===== src/hw/scan_packet_regs.vh =====
`ifndef SCAN_PACKET_REGS_VH
`define SCAN_PACKET_REGS_VH
// Packet byte offsets
`define OFF_DST 8'h00
`define OFF_SRC 8'h06
`define OFF_TYPE_HI 8'h0c
`define OFF_TYPE_LO 8'h0d
`define OFF_SEQ 8'h0e
`define OFF_HDR 8'h0f
`define OFF_VERSION 8'h20
`define OFF_IN_SEL 8'h21
`define OFF_IN_BYTES 8'h22
`define OFF_IN_BITS 8'h23
`define OFF_GO 8'h24
`define OFF_OUT_SEL 8'h28
`define OFF_OUT_BYTES 8'h29
`define OFF_OUT_BITS 8'h2a
`define OFF_FIN_CTRL 8'h2b
`define OFF_FIN_SEL 8'h2c
`define OFF_STATUS 8'h2d
`define OFF_DATA 8'h2e
// Protocol values
`define PKT_TYPE 16'h803a
`define PKT_VERSION 8'h03
`define SEL_SKIP 8'h0f
`define MAX_DATA 11'h050
`define BCAST_BYTE 8'hff
`define GO_BITS 6'h20
// Reset values of the maintenance registers
`define SEL_STOP_RESET 8'hff
`define STOP_N_RESET 4'hf
`define BOOT_CTRL_RESET 8'h00
// APB register byte addresses
`define APB_CTRL 12'h000
`define APB_STATUS 12'h004
`define APB_ACCEPTED 12'h008
`define APB_DROPPED 12'h00c
`define APB_MODES 12'h010
`define CTRL_RESET 1'b1
`endif


===== src/hw/packet_ram.v =====
`timescale 1ns/1ps
`default_nettype none
module packet_ram #(
  parameter AW = 8
) (
  input wire clk_sys_in,
  input wire we_in,
  input wire [AW-1:0] addr_in,
  input wire [7:0] wdata_in,
  output reg [7:0] rdata_out
);
  reg [7:0] mem [0:(1<<AW)-1];
  always @(posedge clk_sys_in) begin
    if (we_in) begin
      mem[addr_in] <= wdata_in;
    end
    rdata_out <= mem[addr_in];
  end
endmodule // packet_ram
`default_nettype wire


===== src/hw/remote_scan_packet_handler.v =====
// What this block does
// - Reply reuses the request layout, fields rewritten
// - Transmit only in answer to requests
// - Execute scans and steps, then one reply
// - Only type 803A packets are accepted
// - Version byte at 0020 reads 3
// - Byte 0021 selects modules during scan-in
// - Scan-in length is bytes then bits
// - Go bits give single-step cycles
// - Scan-out select, bytes, bits at 0028-002A
// - Load control then select registers at end
// - Status byte carries both halt signals
// - Scan data at most 80 bytes
// - Header bytes from 000F left untouched
// - Drop broadcast packets silently
// - Duplicate request resends last reply only
// - Select 0F skips the scan phase
// - Reply swaps source and destination addresses
//
// Decided for this implementation: the placing of the registers and register access over APB.
`timescale 1ns/1ps
`default_nettype none
`include "scan_packet_regs.vh"
module remote_scan_packet_handler #(
  parameter IDX_W = 7
) (
  input wire clk_sys_in,
  input wire rst_n_in,
  input wire psel_in,
  input wire penable_in,
  input wire pwrite_in,
  input wire [11:0] paddr_in,
  input wire [31:0] pwdata_in,
  input wire [3:0] pstrb_in,
  output reg [31:0] prdata_out,
  output reg pready_out,
  output reg pslverr_out,
  input wire rx_valid_in,
  input wire [7:0] rx_data_in,
  input wire rx_last_in,
  output reg rx_ready_out,
  output reg tx_valid_out,
  output reg [7:0] tx_data_out,
  output reg tx_last_out,
  input wire tx_ready_in,
  output reg scan_mode_out,
  output reg scan_shift_out,
  output reg scan_data_out,
  input wire scan_data_in,
  output reg [7:0] select_stop_out,
  output reg [3:0] stop_n_out,
  output reg [7:0] shift_boot_control_out,
  input wire cpu_halted_n_in,
  input wire mc_halted_in
);
  localparam S_RX = 9'h001, S_CHECK = 9'h002, S_SI_LOAD = 9'h004, S_SI_FETCH = 9'h008, S_SI_SHIFT = 9'h010;
  localparam S_STEP = 9'h020, S_SO_SHIFT = 9'h040, S_FINISH = 9'h080, S_TX = 9'h100;

  function [10:0] bit_total;
    input [7:0] bytes;
    input [7:0] bits;
    begin
      bit_total = {bytes, 3'b000} + {3'b000, bits};
    end
  endfunction
  function [10:0] byte_need;
    input [10:0] total;
    begin
      byte_need = (total + 11'h007) >> 3;
    end
  endfunction

  reg [8:0] state_reg;
  reg enable_reg;
  reg [15:0] accepted_reg, dropped_reg;
  reg rx_bank_reg, reply_bank_reg;
  reg [7:0] rx_len_reg;
  reg bcast_reg;
  reg [47:0] cap_dst_reg, cap_src_reg;
  reg [15:0] cap_type_reg;
  reg [7:0] request_sequence_reg;
  reg [7:0] shift_in_select_value, shift_in_byte_count, shift_in_extra_bits;
  reg [7:0] shift_out_select_value, shift_out_byte_count, shift_out_extra_bits;
  reg [7:0] final_control_value, final_select_value;
  reg [31:0] go_reg;
  reg [5:0] step_cnt_reg;
  reg [10:0] remain_reg;
  reg [2:0] bit_idx_reg;
  reg [6:0] ptr_reg;
  reg [7:0] shreg_reg;
  reg have_last_reg;
  reg [7:0] last_seq_reg;
  reg [47:0] last_src_reg, reply_dst_reg, reply_src_reg;
  reg [7:0] halt_state_byte, reply_len_reg;
  reg [7:0] tx_idx_reg;
  reg [IDX_W-1:0] pend_idx_reg;
  reg pend_reg, pend_last_reg;
  reg [7:0] hold_data_reg;
  reg hold_last_reg, hold_valid_reg;

  wire [10:0] in_total = bit_total(shift_in_byte_count, shift_in_extra_bits);
  wire [10:0] out_total = bit_total(shift_out_byte_count, shift_out_extra_bits);
  wire [10:0] in_need = byte_need(in_total);
  wire [10:0] out_need = byte_need(out_total);
  wire [10:0] out_end = {3'b000, `OFF_DATA} + out_need;
  wire [7:0] rx_next_idx = (rx_len_reg == 8'hff) ? rx_len_reg : rx_len_reg + 8'h01;
  wire [7:0] so_byte = {scan_data_in, shreg_reg[7:1]} >> (3'h7 - bit_idx_reg);
  wire [7:0] data_base = `OFF_DATA;

  // Packet memory port steering
  reg ram_we;
  reg [IDX_W:0] ram_addr;
  reg [7:0] ram_wdata;
  wire [7:0] ram_q;
  always @* begin
    ram_we = 1'b0;
    ram_addr = {rx_bank_reg, rx_len_reg[IDX_W-1:0]};
    ram_wdata = rx_data_in;
    case (state_reg)
      S_RX: ram_we = rx_valid_in & rx_ready_out & ~rx_len_reg[IDX_W];
      S_SI_LOAD: ram_addr = {rx_bank_reg, data_base[IDX_W-1:0] + ptr_reg};
      S_SO_SHIFT: begin
        ram_addr = {rx_bank_reg, data_base[IDX_W-1:0] + ptr_reg};
        ram_wdata = so_byte;
        ram_we = (bit_idx_reg == 3'h7) || (remain_reg == 11'h001);
      end
      S_TX: ram_addr = {reply_bank_reg, tx_idx_reg[IDX_W-1:0]};
      default: ram_we = 1'b0;
    endcase
  end
  packet_ram #(.AW(IDX_W + 1)) u_ram (
    .clk_sys_in(clk_sys_in),
    .we_in(ram_we),
    .addr_in(ram_addr),
    .wdata_in(ram_wdata),
    .rdata_out(ram_q)
  );

  // Reply byte substitution, everything else read from packet memory, where scan-out data has overwritten the received bytes
  reg [7:0] reply_byte;
  always @* begin
    reply_byte = ram_q;
    if (pend_idx_reg < `OFF_SRC) begin
      reply_byte = reply_dst_reg[8*(5-pend_idx_reg) +: 8];
    end else if (pend_idx_reg < `OFF_TYPE_HI) begin
      reply_byte = reply_src_reg[8*(11-pend_idx_reg) +: 8];
    end else if (pend_idx_reg == `OFF_VERSION) begin
      reply_byte = `PKT_VERSION;
    end else if (pend_idx_reg == `OFF_STATUS) begin
      reply_byte = halt_state_byte;
    end
  end

  wire tx_pop = tx_valid_out & tx_ready_in;
  wire tx_space = ({1'b0, tx_valid_out} + {1'b0, hold_valid_reg} + {1'b0, pend_reg}) < 2'h2;
  wire tx_issue = (state_reg == S_TX) && (tx_idx_reg < reply_len_reg) && tx_space;
  wire dup = have_last_reg && (request_sequence_reg == last_seq_reg) && (cap_src_reg == last_src_reg);

  always @(posedge clk_sys_in or negedge rst_n_in) begin
    if (!rst_n_in) begin
      state_reg <= S_RX;
      rx_ready_out <= 1'b0;
      rx_bank_reg <= 1'b0;
      reply_bank_reg <= 1'b1;
      rx_len_reg <= 8'h00;
      bcast_reg <= 1'b1;
      cap_dst_reg <= 48'h000000000000;
      cap_src_reg <= 48'h000000000000;
      cap_type_reg <= 16'h0000;
      request_sequence_reg <= 8'h00;
      shift_in_select_value <= 8'h00;
      shift_in_byte_count <= 8'h00;
      shift_in_extra_bits <= 8'h00;
      shift_out_select_value <= 8'h00;
      shift_out_byte_count <= 8'h00;
      shift_out_extra_bits <= 8'h00;
      final_control_value <= 8'h00;
      final_select_value <= 8'h00;
      go_reg <= 32'h00000000;
      step_cnt_reg <= 6'h00;
      remain_reg <= 11'h000;
      bit_idx_reg <= 3'h0;
      ptr_reg <= 7'h00;
      shreg_reg <= 8'h00;
      have_last_reg <= 1'b0;
      last_seq_reg <= 8'h00;
      last_src_reg <= 48'h000000000000;
      reply_dst_reg <= 48'h000000000000;
      reply_src_reg <= 48'h000000000000;
      halt_state_byte <= 8'h00;
      reply_len_reg <= 8'h00;
      tx_idx_reg <= 8'h00;
      accepted_reg <= 16'h0000;
      dropped_reg <= 16'h0000;
      scan_mode_out <= 1'b0;
      scan_shift_out <= 1'b0;
      scan_data_out <= 1'b0;
      select_stop_out <= `SEL_STOP_RESET;
      stop_n_out <= `STOP_N_RESET;
      shift_boot_control_out <= `BOOT_CTRL_RESET;
    end else begin
      scan_shift_out <= 1'b0;
      stop_n_out <= ((state_reg == S_STEP) && go_reg[0]) ? `STOP_N_RESET : select_stop_out[3:0];
      rx_ready_out <= (state_reg == S_RX) && !(rx_valid_in && rx_ready_out && rx_last_in);
      case (state_reg)
        S_RX: if (rx_valid_in && rx_ready_out) begin
          rx_len_reg <= rx_next_idx;
          if (rx_len_reg < `OFF_SRC) begin
            cap_dst_reg <= {cap_dst_reg[39:0], rx_data_in};
            bcast_reg <= bcast_reg & (rx_data_in == `BCAST_BYTE);
          end else if (rx_len_reg < `OFF_TYPE_HI) begin
            cap_src_reg <= {cap_src_reg[39:0], rx_data_in};
          end else if (rx_len_reg < `OFF_SEQ) begin
            cap_type_reg <= {cap_type_reg[7:0], rx_data_in};
          end else if (rx_len_reg >= `OFF_GO && rx_len_reg < `OFF_OUT_SEL) begin
            go_reg <= {rx_data_in, go_reg[31:8]};
          end
          case (rx_len_reg)
            `OFF_SEQ: request_sequence_reg <= rx_data_in;
            `OFF_IN_SEL: shift_in_select_value <= rx_data_in;
            `OFF_IN_BYTES: shift_in_byte_count <= rx_data_in;
            `OFF_IN_BITS: shift_in_extra_bits <= rx_data_in;
            `OFF_OUT_SEL: shift_out_select_value <= rx_data_in;
            `OFF_OUT_BYTES: shift_out_byte_count <= rx_data_in;
            `OFF_OUT_BITS: shift_out_extra_bits <= rx_data_in;
            `OFF_FIN_CTRL: final_control_value <= rx_data_in;
            `OFF_FIN_SEL: final_select_value <= rx_data_in;
            default: ;
          endcase
          if (rx_last_in) begin
            state_reg <= S_CHECK;
          end
        end
        S_CHECK: begin
          bcast_reg <= 1'b1;
          ptr_reg <= 7'h00;
          bit_idx_reg <= 3'h0;
          remain_reg <= in_total;
          tx_idx_reg <= 8'h00;
          if (!enable_reg || bcast_reg || cap_type_reg != `PKT_TYPE
              || {3'b000, rx_len_reg} < {3'b000, `OFF_DATA} + in_need
              || in_need > `MAX_DATA || out_need > `MAX_DATA) begin
            dropped_reg <= dropped_reg + 16'h0001;
            rx_len_reg <= 8'h00;
            state_reg <= S_RX;
          end else if (dup) begin
            rx_len_reg <= 8'h00;
            state_reg <= S_TX;
          end else begin
            accepted_reg <= accepted_reg + 16'h0001;
            step_cnt_reg <= `GO_BITS;
            if (shift_in_select_value == `SEL_SKIP || in_total == 11'h000) begin
              state_reg <= S_STEP;
            end else begin
              scan_mode_out <= 1'b1;
              select_stop_out <= shift_in_select_value;
              state_reg <= S_SI_LOAD;
            end
          end
        end
        S_SI_LOAD: state_reg <= S_SI_FETCH;
        S_SI_FETCH: begin
          shreg_reg <= ram_q;
          state_reg <= S_SI_SHIFT;
        end
        S_SI_SHIFT: begin
          scan_data_out <= shreg_reg[0];
          scan_shift_out <= 1'b1;
          shreg_reg <= {1'b0, shreg_reg[7:1]};
          remain_reg <= remain_reg - 11'h001;
          bit_idx_reg <= bit_idx_reg + 3'h1;
          if (remain_reg == 11'h001) begin
            state_reg <= S_STEP;
          end else if (bit_idx_reg == 3'h7) begin
            ptr_reg <= ptr_reg + 7'h01;
            state_reg <= S_SI_LOAD;
          end
        end
        S_STEP: begin
          scan_mode_out <= 1'b0;
          go_reg <= {1'b0, go_reg[31:1]};
          step_cnt_reg <= step_cnt_reg - 6'h01;
          if (step_cnt_reg == 6'h01) begin
            ptr_reg <= 7'h00;
            bit_idx_reg <= 3'h0;
            remain_reg <= out_total;
            if (shift_out_select_value == `SEL_SKIP || out_total == 11'h000) begin
              state_reg <= S_FINISH;
            end else begin
              scan_mode_out <= 1'b1;
              select_stop_out <= shift_out_select_value;
              state_reg <= S_SO_SHIFT;
            end
          end
        end
        S_SO_SHIFT: begin
          scan_data_out <= scan_data_in; // Recirculate, scan-out is non-destructive
          scan_shift_out <= 1'b1;
          shreg_reg <= {scan_data_in, shreg_reg[7:1]};
          remain_reg <= remain_reg - 11'h001;
          bit_idx_reg <= bit_idx_reg + 3'h1;
          if (bit_idx_reg == 3'h7) begin
            ptr_reg <= ptr_reg + 7'h01;
          end
          if (remain_reg == 11'h001) begin
            state_reg <= S_FINISH;
          end
        end
        S_FINISH: begin
          scan_mode_out <= 1'b0;
          shift_boot_control_out <= final_control_value;
          select_stop_out <= final_select_value;
          halt_state_byte <= {mc_halted_in, cpu_halted_n_in, 6'h00};
          reply_dst_reg <= cap_src_reg;
          reply_src_reg <= cap_dst_reg;
          reply_len_reg <= (out_end > {3'b000, rx_len_reg}) ? out_end[7:0] : rx_len_reg;
          reply_bank_reg <= rx_bank_reg;
          rx_bank_reg <= ~rx_bank_reg;
          have_last_reg <= 1'b1;
          last_seq_reg <= request_sequence_reg;
          last_src_reg <= cap_src_reg;
          rx_len_reg <= 8'h00;
          state_reg <= S_TX;
        end
        S_TX: begin
          if (tx_issue) begin
            tx_idx_reg <= tx_idx_reg + 8'h01;
          end
          if (tx_idx_reg >= reply_len_reg && !pend_reg && !tx_valid_out && !hold_valid_reg) begin
            state_reg <= S_RX;
          end
        end
        default: state_reg <= S_RX;
      endcase
    end
  end

  // Two-entry transmit buffer, head entry drives the stream outputs
  always @(posedge clk_sys_in or negedge rst_n_in) begin
    if (!rst_n_in) begin
      pend_reg <= 1'b0;
      pend_last_reg <= 1'b0;
      pend_idx_reg <= {IDX_W{1'b0}};
      tx_valid_out <= 1'b0;
      tx_data_out <= 8'h00;
      tx_last_out <= 1'b0;
      hold_valid_reg <= 1'b0;
      hold_data_reg <= 8'h00;
      hold_last_reg <= 1'b0;
    end else begin
      pend_reg <= tx_issue;
      pend_idx_reg <= tx_idx_reg[IDX_W-1:0];
      pend_last_reg <= (tx_idx_reg + 8'h01) == reply_len_reg;
      if (tx_pop && hold_valid_reg) begin
        tx_data_out <= hold_data_reg;
        tx_last_out <= hold_last_reg;
        hold_valid_reg <= pend_reg;
        hold_data_reg <= reply_byte;
        hold_last_reg <= pend_last_reg;
      end else if (tx_pop || !tx_valid_out) begin
        tx_valid_out <= pend_reg;
        tx_data_out <= reply_byte;
        tx_last_out <= pend_last_reg;
      end else if (pend_reg) begin
        hold_valid_reg <= 1'b1;
        hold_data_reg <= reply_byte;
        hold_last_reg <= pend_last_reg;
      end
    end
  end

  // APB slave, one wait state per access
  wire apb_hit = psel_in & penable_in & pready_out;
  wire mapped = (paddr_in == `APB_CTRL) || (paddr_in == `APB_STATUS) || (paddr_in == `APB_ACCEPTED)
                || (paddr_in == `APB_DROPPED) || (paddr_in == `APB_MODES);
  always @(posedge clk_sys_in or negedge rst_n_in) begin
    if (!rst_n_in) begin
      pready_out <= 1'b0;
      pslverr_out <= 1'b0;
      prdata_out <= 32'h00000000;
      enable_reg <= `CTRL_RESET;
    end else begin
      pready_out <= psel_in & penable_in & ~pready_out;
      pslverr_out <= psel_in & penable_in & ~pready_out & ~mapped;
      if (apb_hit && pwrite_in && paddr_in == `APB_CTRL && pstrb_in[0]) begin
        enable_reg <= pwdata_in[0];
      end
      if (psel_in && penable_in && !pready_out && !pwrite_in) begin
        case (paddr_in)
          `APB_CTRL: prdata_out <= {31'h00000000, enable_reg};
          `APB_STATUS: prdata_out <= {16'h0000, last_seq_reg, 6'h00, have_last_reg, state_reg != S_RX};
          `APB_ACCEPTED: prdata_out <= {16'h0000, accepted_reg};
          `APB_DROPPED: prdata_out <= {16'h0000, dropped_reg};
          `APB_MODES: prdata_out <= {16'h0000, shift_boot_control_out, select_stop_out};
          default: prdata_out <= 32'h00000000;
        endcase
      end else if (apb_hit) begin
        prdata_out <= 32'h00000000;
      end
    end
  end
endmodule // remote_scan_packet_handler
`default_nettype wire


===== config.mk =====
export PLATFORM = sky130hd
export DESIGN_NAME = remote_scan_packet_handler
export DESIGN_NICKNAME = d
export VERILOG_FILES = /design/src/hw/packet_ram.v /design/src/hw/remote_scan_packet_handler.v
export VERILOG_INCLUDE_DIRS = /design/src /design/src/hw
export SDC_FILE = /design/constraint.sdc
export NUM_CORES = 2
export LEC_CHECK = 0
export ABC_CLOCK_PERIOD_IN_PS = 27500
export BUFFER_PORTS_ARGS = -buffer_cell sky130_fd_sc_hd__buf_2
export CORE_UTILIZATION = 50
export CTS_BUF_LIST = sky130_fd_sc_hd__clkbuf_8
export DETAILED_ROUTE_END_ITERATION = 16
export PLACE_DENSITY = 0.72
export SYNTH_ARGS = -nofsm -noshare
export SYNTH_HDL_FRONTEND = slang
export SYNTH_SLANG_ARGS = --single-unit

===== constraint.sdc =====
create_clock -name clk_sys_in -period 27.5 [get_ports clk_sys_in]
set_input_delay 2.75 -clock clk_sys_in [delete_from_list [all_inputs] [get_ports clk_sys_in]]
set_output_delay 2.75 -clock clk_sys_in [all_outputs]
set_load 0.02 [all_outputs]

==> PnR_summary.wiki <==
{| class="wikitable"
! Metric !! Value
|-
| Clock latency at the later pin of the worst-skew pair || approximately 1.1 ns
|-
| Top-level port count || 135
|-
| Maximum fanout encountered on the critical timing path || 179
|-
| Met1 layer usage reported by global route || a little over a third
|-
| Number of CTS-inserted buffers || 412
|-
| Hold_buf cts || 0
|-
| Global-route wire length before repair || between 400 and 500 mm
|-
| Post-Synthesis Mean Instance Area || approximately 12 sq um
|-
| Met2 global-route usage || roughly 40%
|-
| Register bit count reported by yosys || 2554
|-
| Final RePlAce weighted congestion || between 0.8 and 0.9
|-
| Ys flop type || edfxtp_1
|-
| Unrepaired setup endpoints after global routing || false
|-
| Smallest setup slack after layout || ~19 ns
|-
| GR Layer Usage met3 || ~4.8%
|-
| Category of the worst setup path launch point || flip-flop
|-
| Final Hold Fails || 0
|-
| Setup violations, final || 0
|-
| Final number of max-transition violations || 12
|-
| Most frequent standard cell in the layout excluding fill and tap cells || nand2_1
|-
| Clock transition at path regs || around 0.060 ns
|-
| Maximum operating frequency || between 0.1 and 0.15 GHz
|-
| Via count || 72700
|-
| Headroom to the max-slew limit || -6.02%
|-
| First-pass DRT Iterations || 6
|-
| Share of the yosys chip area belonging to registers || between 60% and 70%
|-
| Outcome || complete, but fails checks
|-
| Leading cell types in the layout, fill and taps excluded || 2484 x nand2_1, 2048 x edfxtp_1, 788 x nand3_1, 481 x dfrtp_1, 439 x clkbuf_8
|-
| Ys async rst share || about a fifth
|-
| Final Net Count || around 9000
|-
| P per Cell Area || between 80 and 90 nW/um^2
|-
| Final cycle utilization of the critical path || between 20% and 30%
|-
| Routed wirelength normalized by instance count || between 20 and 25 microns
|-
| Fin util || a little under three fifths
|-
| GRT Residual Overflow || 0
|-
| Transition time at the pin with the least slew margin || ~1.6 ns
|-
| Remaining routing DRC violations || 0
|-
| Fraction of layout cells with a size suffix above 1 || between 10% and 20%
|-
| Largest net degree at the start of global routing || just under 200
|-
| Worst-case vdd ir drop || 0.118 mV
|-
| Total Wirelength || 281 mm
|-
| Critical Path End Type || flip-flop
|-
| Count of input and output buffers || 84
|-
| CTS Root Cell || clkbuf_8
|-
| Place WS || roughly 20 ns
|-
| Data arrival time of the worst path || 9.03 ns
|-
| WS Path Type || flip-flop to flip-flop
|-
| Skew final || between 0.07 and 0.08 ns
|-
| EDFF count, synth || 2048
|-
| Busiest layer in global routing || met2
|-
| GRT Util Overall || between 20 and 30%
|-
| Post CTS Setup Buffer Count || 0
|-
| Quantity of gates resized following cts || 0
|-
| Maximum count of clock buffers along a single path || 4
|-
| Number of DRC markers after the initial detailed-route iteration || 9707
|-
| Largest reg by FF count || u_ram.mem
|-
| Die Y || 466 microns
|-
| Summed instance area of the synthesized netlist || ~110000 sq um
|-
| Layout Area Growth over Synthesis || 9.33%
|-
| Area of the die || 217000 sq um
|-
| Violations in the final reports || max-capacitance violations, max-slew violations
|-
| Initial core utilization || around half
|-
| Class of the most critical hold timing path || flip-flop to flip-flop
|-
| Detailed placement HPWL || roughly 160 mm
|-
| Clock tree from TritonCTS || yes
|-
| Via count of the first global-routing pass || 69000
|-
| Detail-routed via count per cell || ~6.0
|-
| Standard cell core area || roughly 210000 sq um
|-
| Cells after Synth || slightly below 9000
|-
| Count of H-tree levels built during CTS || 5
|-
| Post-route minimum period || slightly above 8 ns
|-
| Sink Count || 2554
|-
| Cell variety after synth || 100
|-
| Number of violations of the max-capacitance limit || 1
|-
| Routed Antenna Nets || 0
|-
| Yosys Warn Count || 0
|-
| Leakage power || about 44 nW
|-
| Die width || around 470 microns
|-
| Required time at the endpoint of the critical path || 28.37 ns
|-
| Number of antenna violations at the first check in global routing || 10
|-
| Final-layout setup total negative slack || 0 ns
|-
| Max FFs per register || slightly above 2000
|-
| Row cnt || between 150 and 200
|}
## worst max-delay path, stage by stage (launching register included)
cell      delay (ns)
dfrtp_1         0.43
or3_1           0.52
o21ai_1         0.37
o211a_4         0.69
buf_4           0.95
buf_12          0.72
buf_4           0.85
buf_4           0.82
nand2_1         0.09
and3_1          0.20
a311oi_1        0.38
a31oi_1         0.07
o221ai_1        0.34
o22ai_1         0.27
a211oi_1        0.98
## path summary, 6_finish.rpt
path,from,to,slack (ns),cells past startpoint
max reg2reg,state_reg[1],u_ram.rdata_out[2],19.33,14
min in group asynchronous,rst_n_in,go_reg[2],1.71,1
max in group asynchronous,rst_n_in,reply_dst_reg[15],23.40,3
max,state_reg[1],u_ram.rdata_out[2],19.33,14
min reg2reg,final_control_value[6],shift_boot_control_out[6],0.44,2
min,final_control_value[6],shift_boot_control_out[6],0.44,2
## where the power goes
| group | internal (mW) | switching (mW) | total [mW] |
|---|---|---|---|
| logic | 0.896 | 2.27 | 3.17 |
| registers | 4.27 | 0.0798 | 4.35 |
| clock network | 1.53 | 1.48 | 3.01 |
| total | 6.69 | 3.83 | 10.5 |
## per-stage QoR
step | cells | power (mW) | hold WS, ns | cell area (sq um)
after global routing | 12000 | 11.0 | 0.474 | 117000
after detailed placement | 11300 | 7.54 | 0.450 | 110000
after CTS | 12000 | 10.5 | 0.439 | 117000
final | 12000 | 10.5 | 0.442 | 117000
after global placement | 11300 | 7.46 | 0.446 | 110000
after floorplan | 8882 | 6.64 | 0.376 | 107000
## per-layer routing
metal | up-vias | wire length (microns) | share of wire [%]
li1 | 32300 | - | -
met1 | 35800 | 110000 | 39
met2 | 3850 | 130000 | 46
met3 | 716 | 28200 | 10
met4 | 4 | 12900 | 4.6
met5 | - | 26 | 0.0092
## logic make-up after synthesis
logic type	synth area share [%]
multiplexers	3.67
XOR/XNOR	1.03
other	0.00349
adder cells (fa/ha/maj)	0.689
AO/OA/AOI/OAI	6.14
AND/OR/NAND/NOR	16.8
flip-flops	69.0
buffers and inverters	2.70
## area by class of cell
type,count,area [sq um]
fill,17300,95300
antenna,7,17.5
multi-input combinational,5653,30600
sequential,2554,74100
tap,2821,3530
timing repair buffer,197,1440
clock inverter,272,1300
inverter,93,349
clock buffer,439,6040
## Yosys cell counts (14+ instances only)
master | n | area (sq um)
a311oi_1 | 142 | 1240
nand2b_1 | 20 | 125
nand2_1 | 2486 | 9330
a221o_1 | 26 | 260
a21oi_1 | 155 | 776
dfstp_2 | 16 | 420
o21ai_0 | 177 | 886
a221oi_1 | 20 | 175
a22oi_1 | 34 | 255
nor4_1 | 46 | 288
nor2_1 | 359 | 1350
a22o_1 | 21 | 184
o2111ai_1 | 30 | 263
buf_1 | 57 | 214
and3_1 | 152 | 951
o22ai_1 | 45 | 282
dfrtp_1 | 482 | 12100
a41oi_1 | 39 | 342
mux4_2 | 17 | 383
nor3_1 | 64 | 320
nand3_1 | 789 | 3950
buf_4 | 32 | 240
nor3b_1 | 14 | 105
clkbuf_1 | 319 | 1200
a31oi_1 | 91 | 569
mux2i_1 | 152 | 1520
edfxtp_1 | 2048 | 61500
xor2_1 | 59 | 517
inv_1 | 92 | 345
mux2_2 | 181 | 2040
buf_2 | 169 | 846
xnor2_1 | 65 | 569
ha_1 | 56 | 701
a211oi_1 | 60 | 450
nand4_1 | 128 | 801
(Power assumes the default switching activity.)
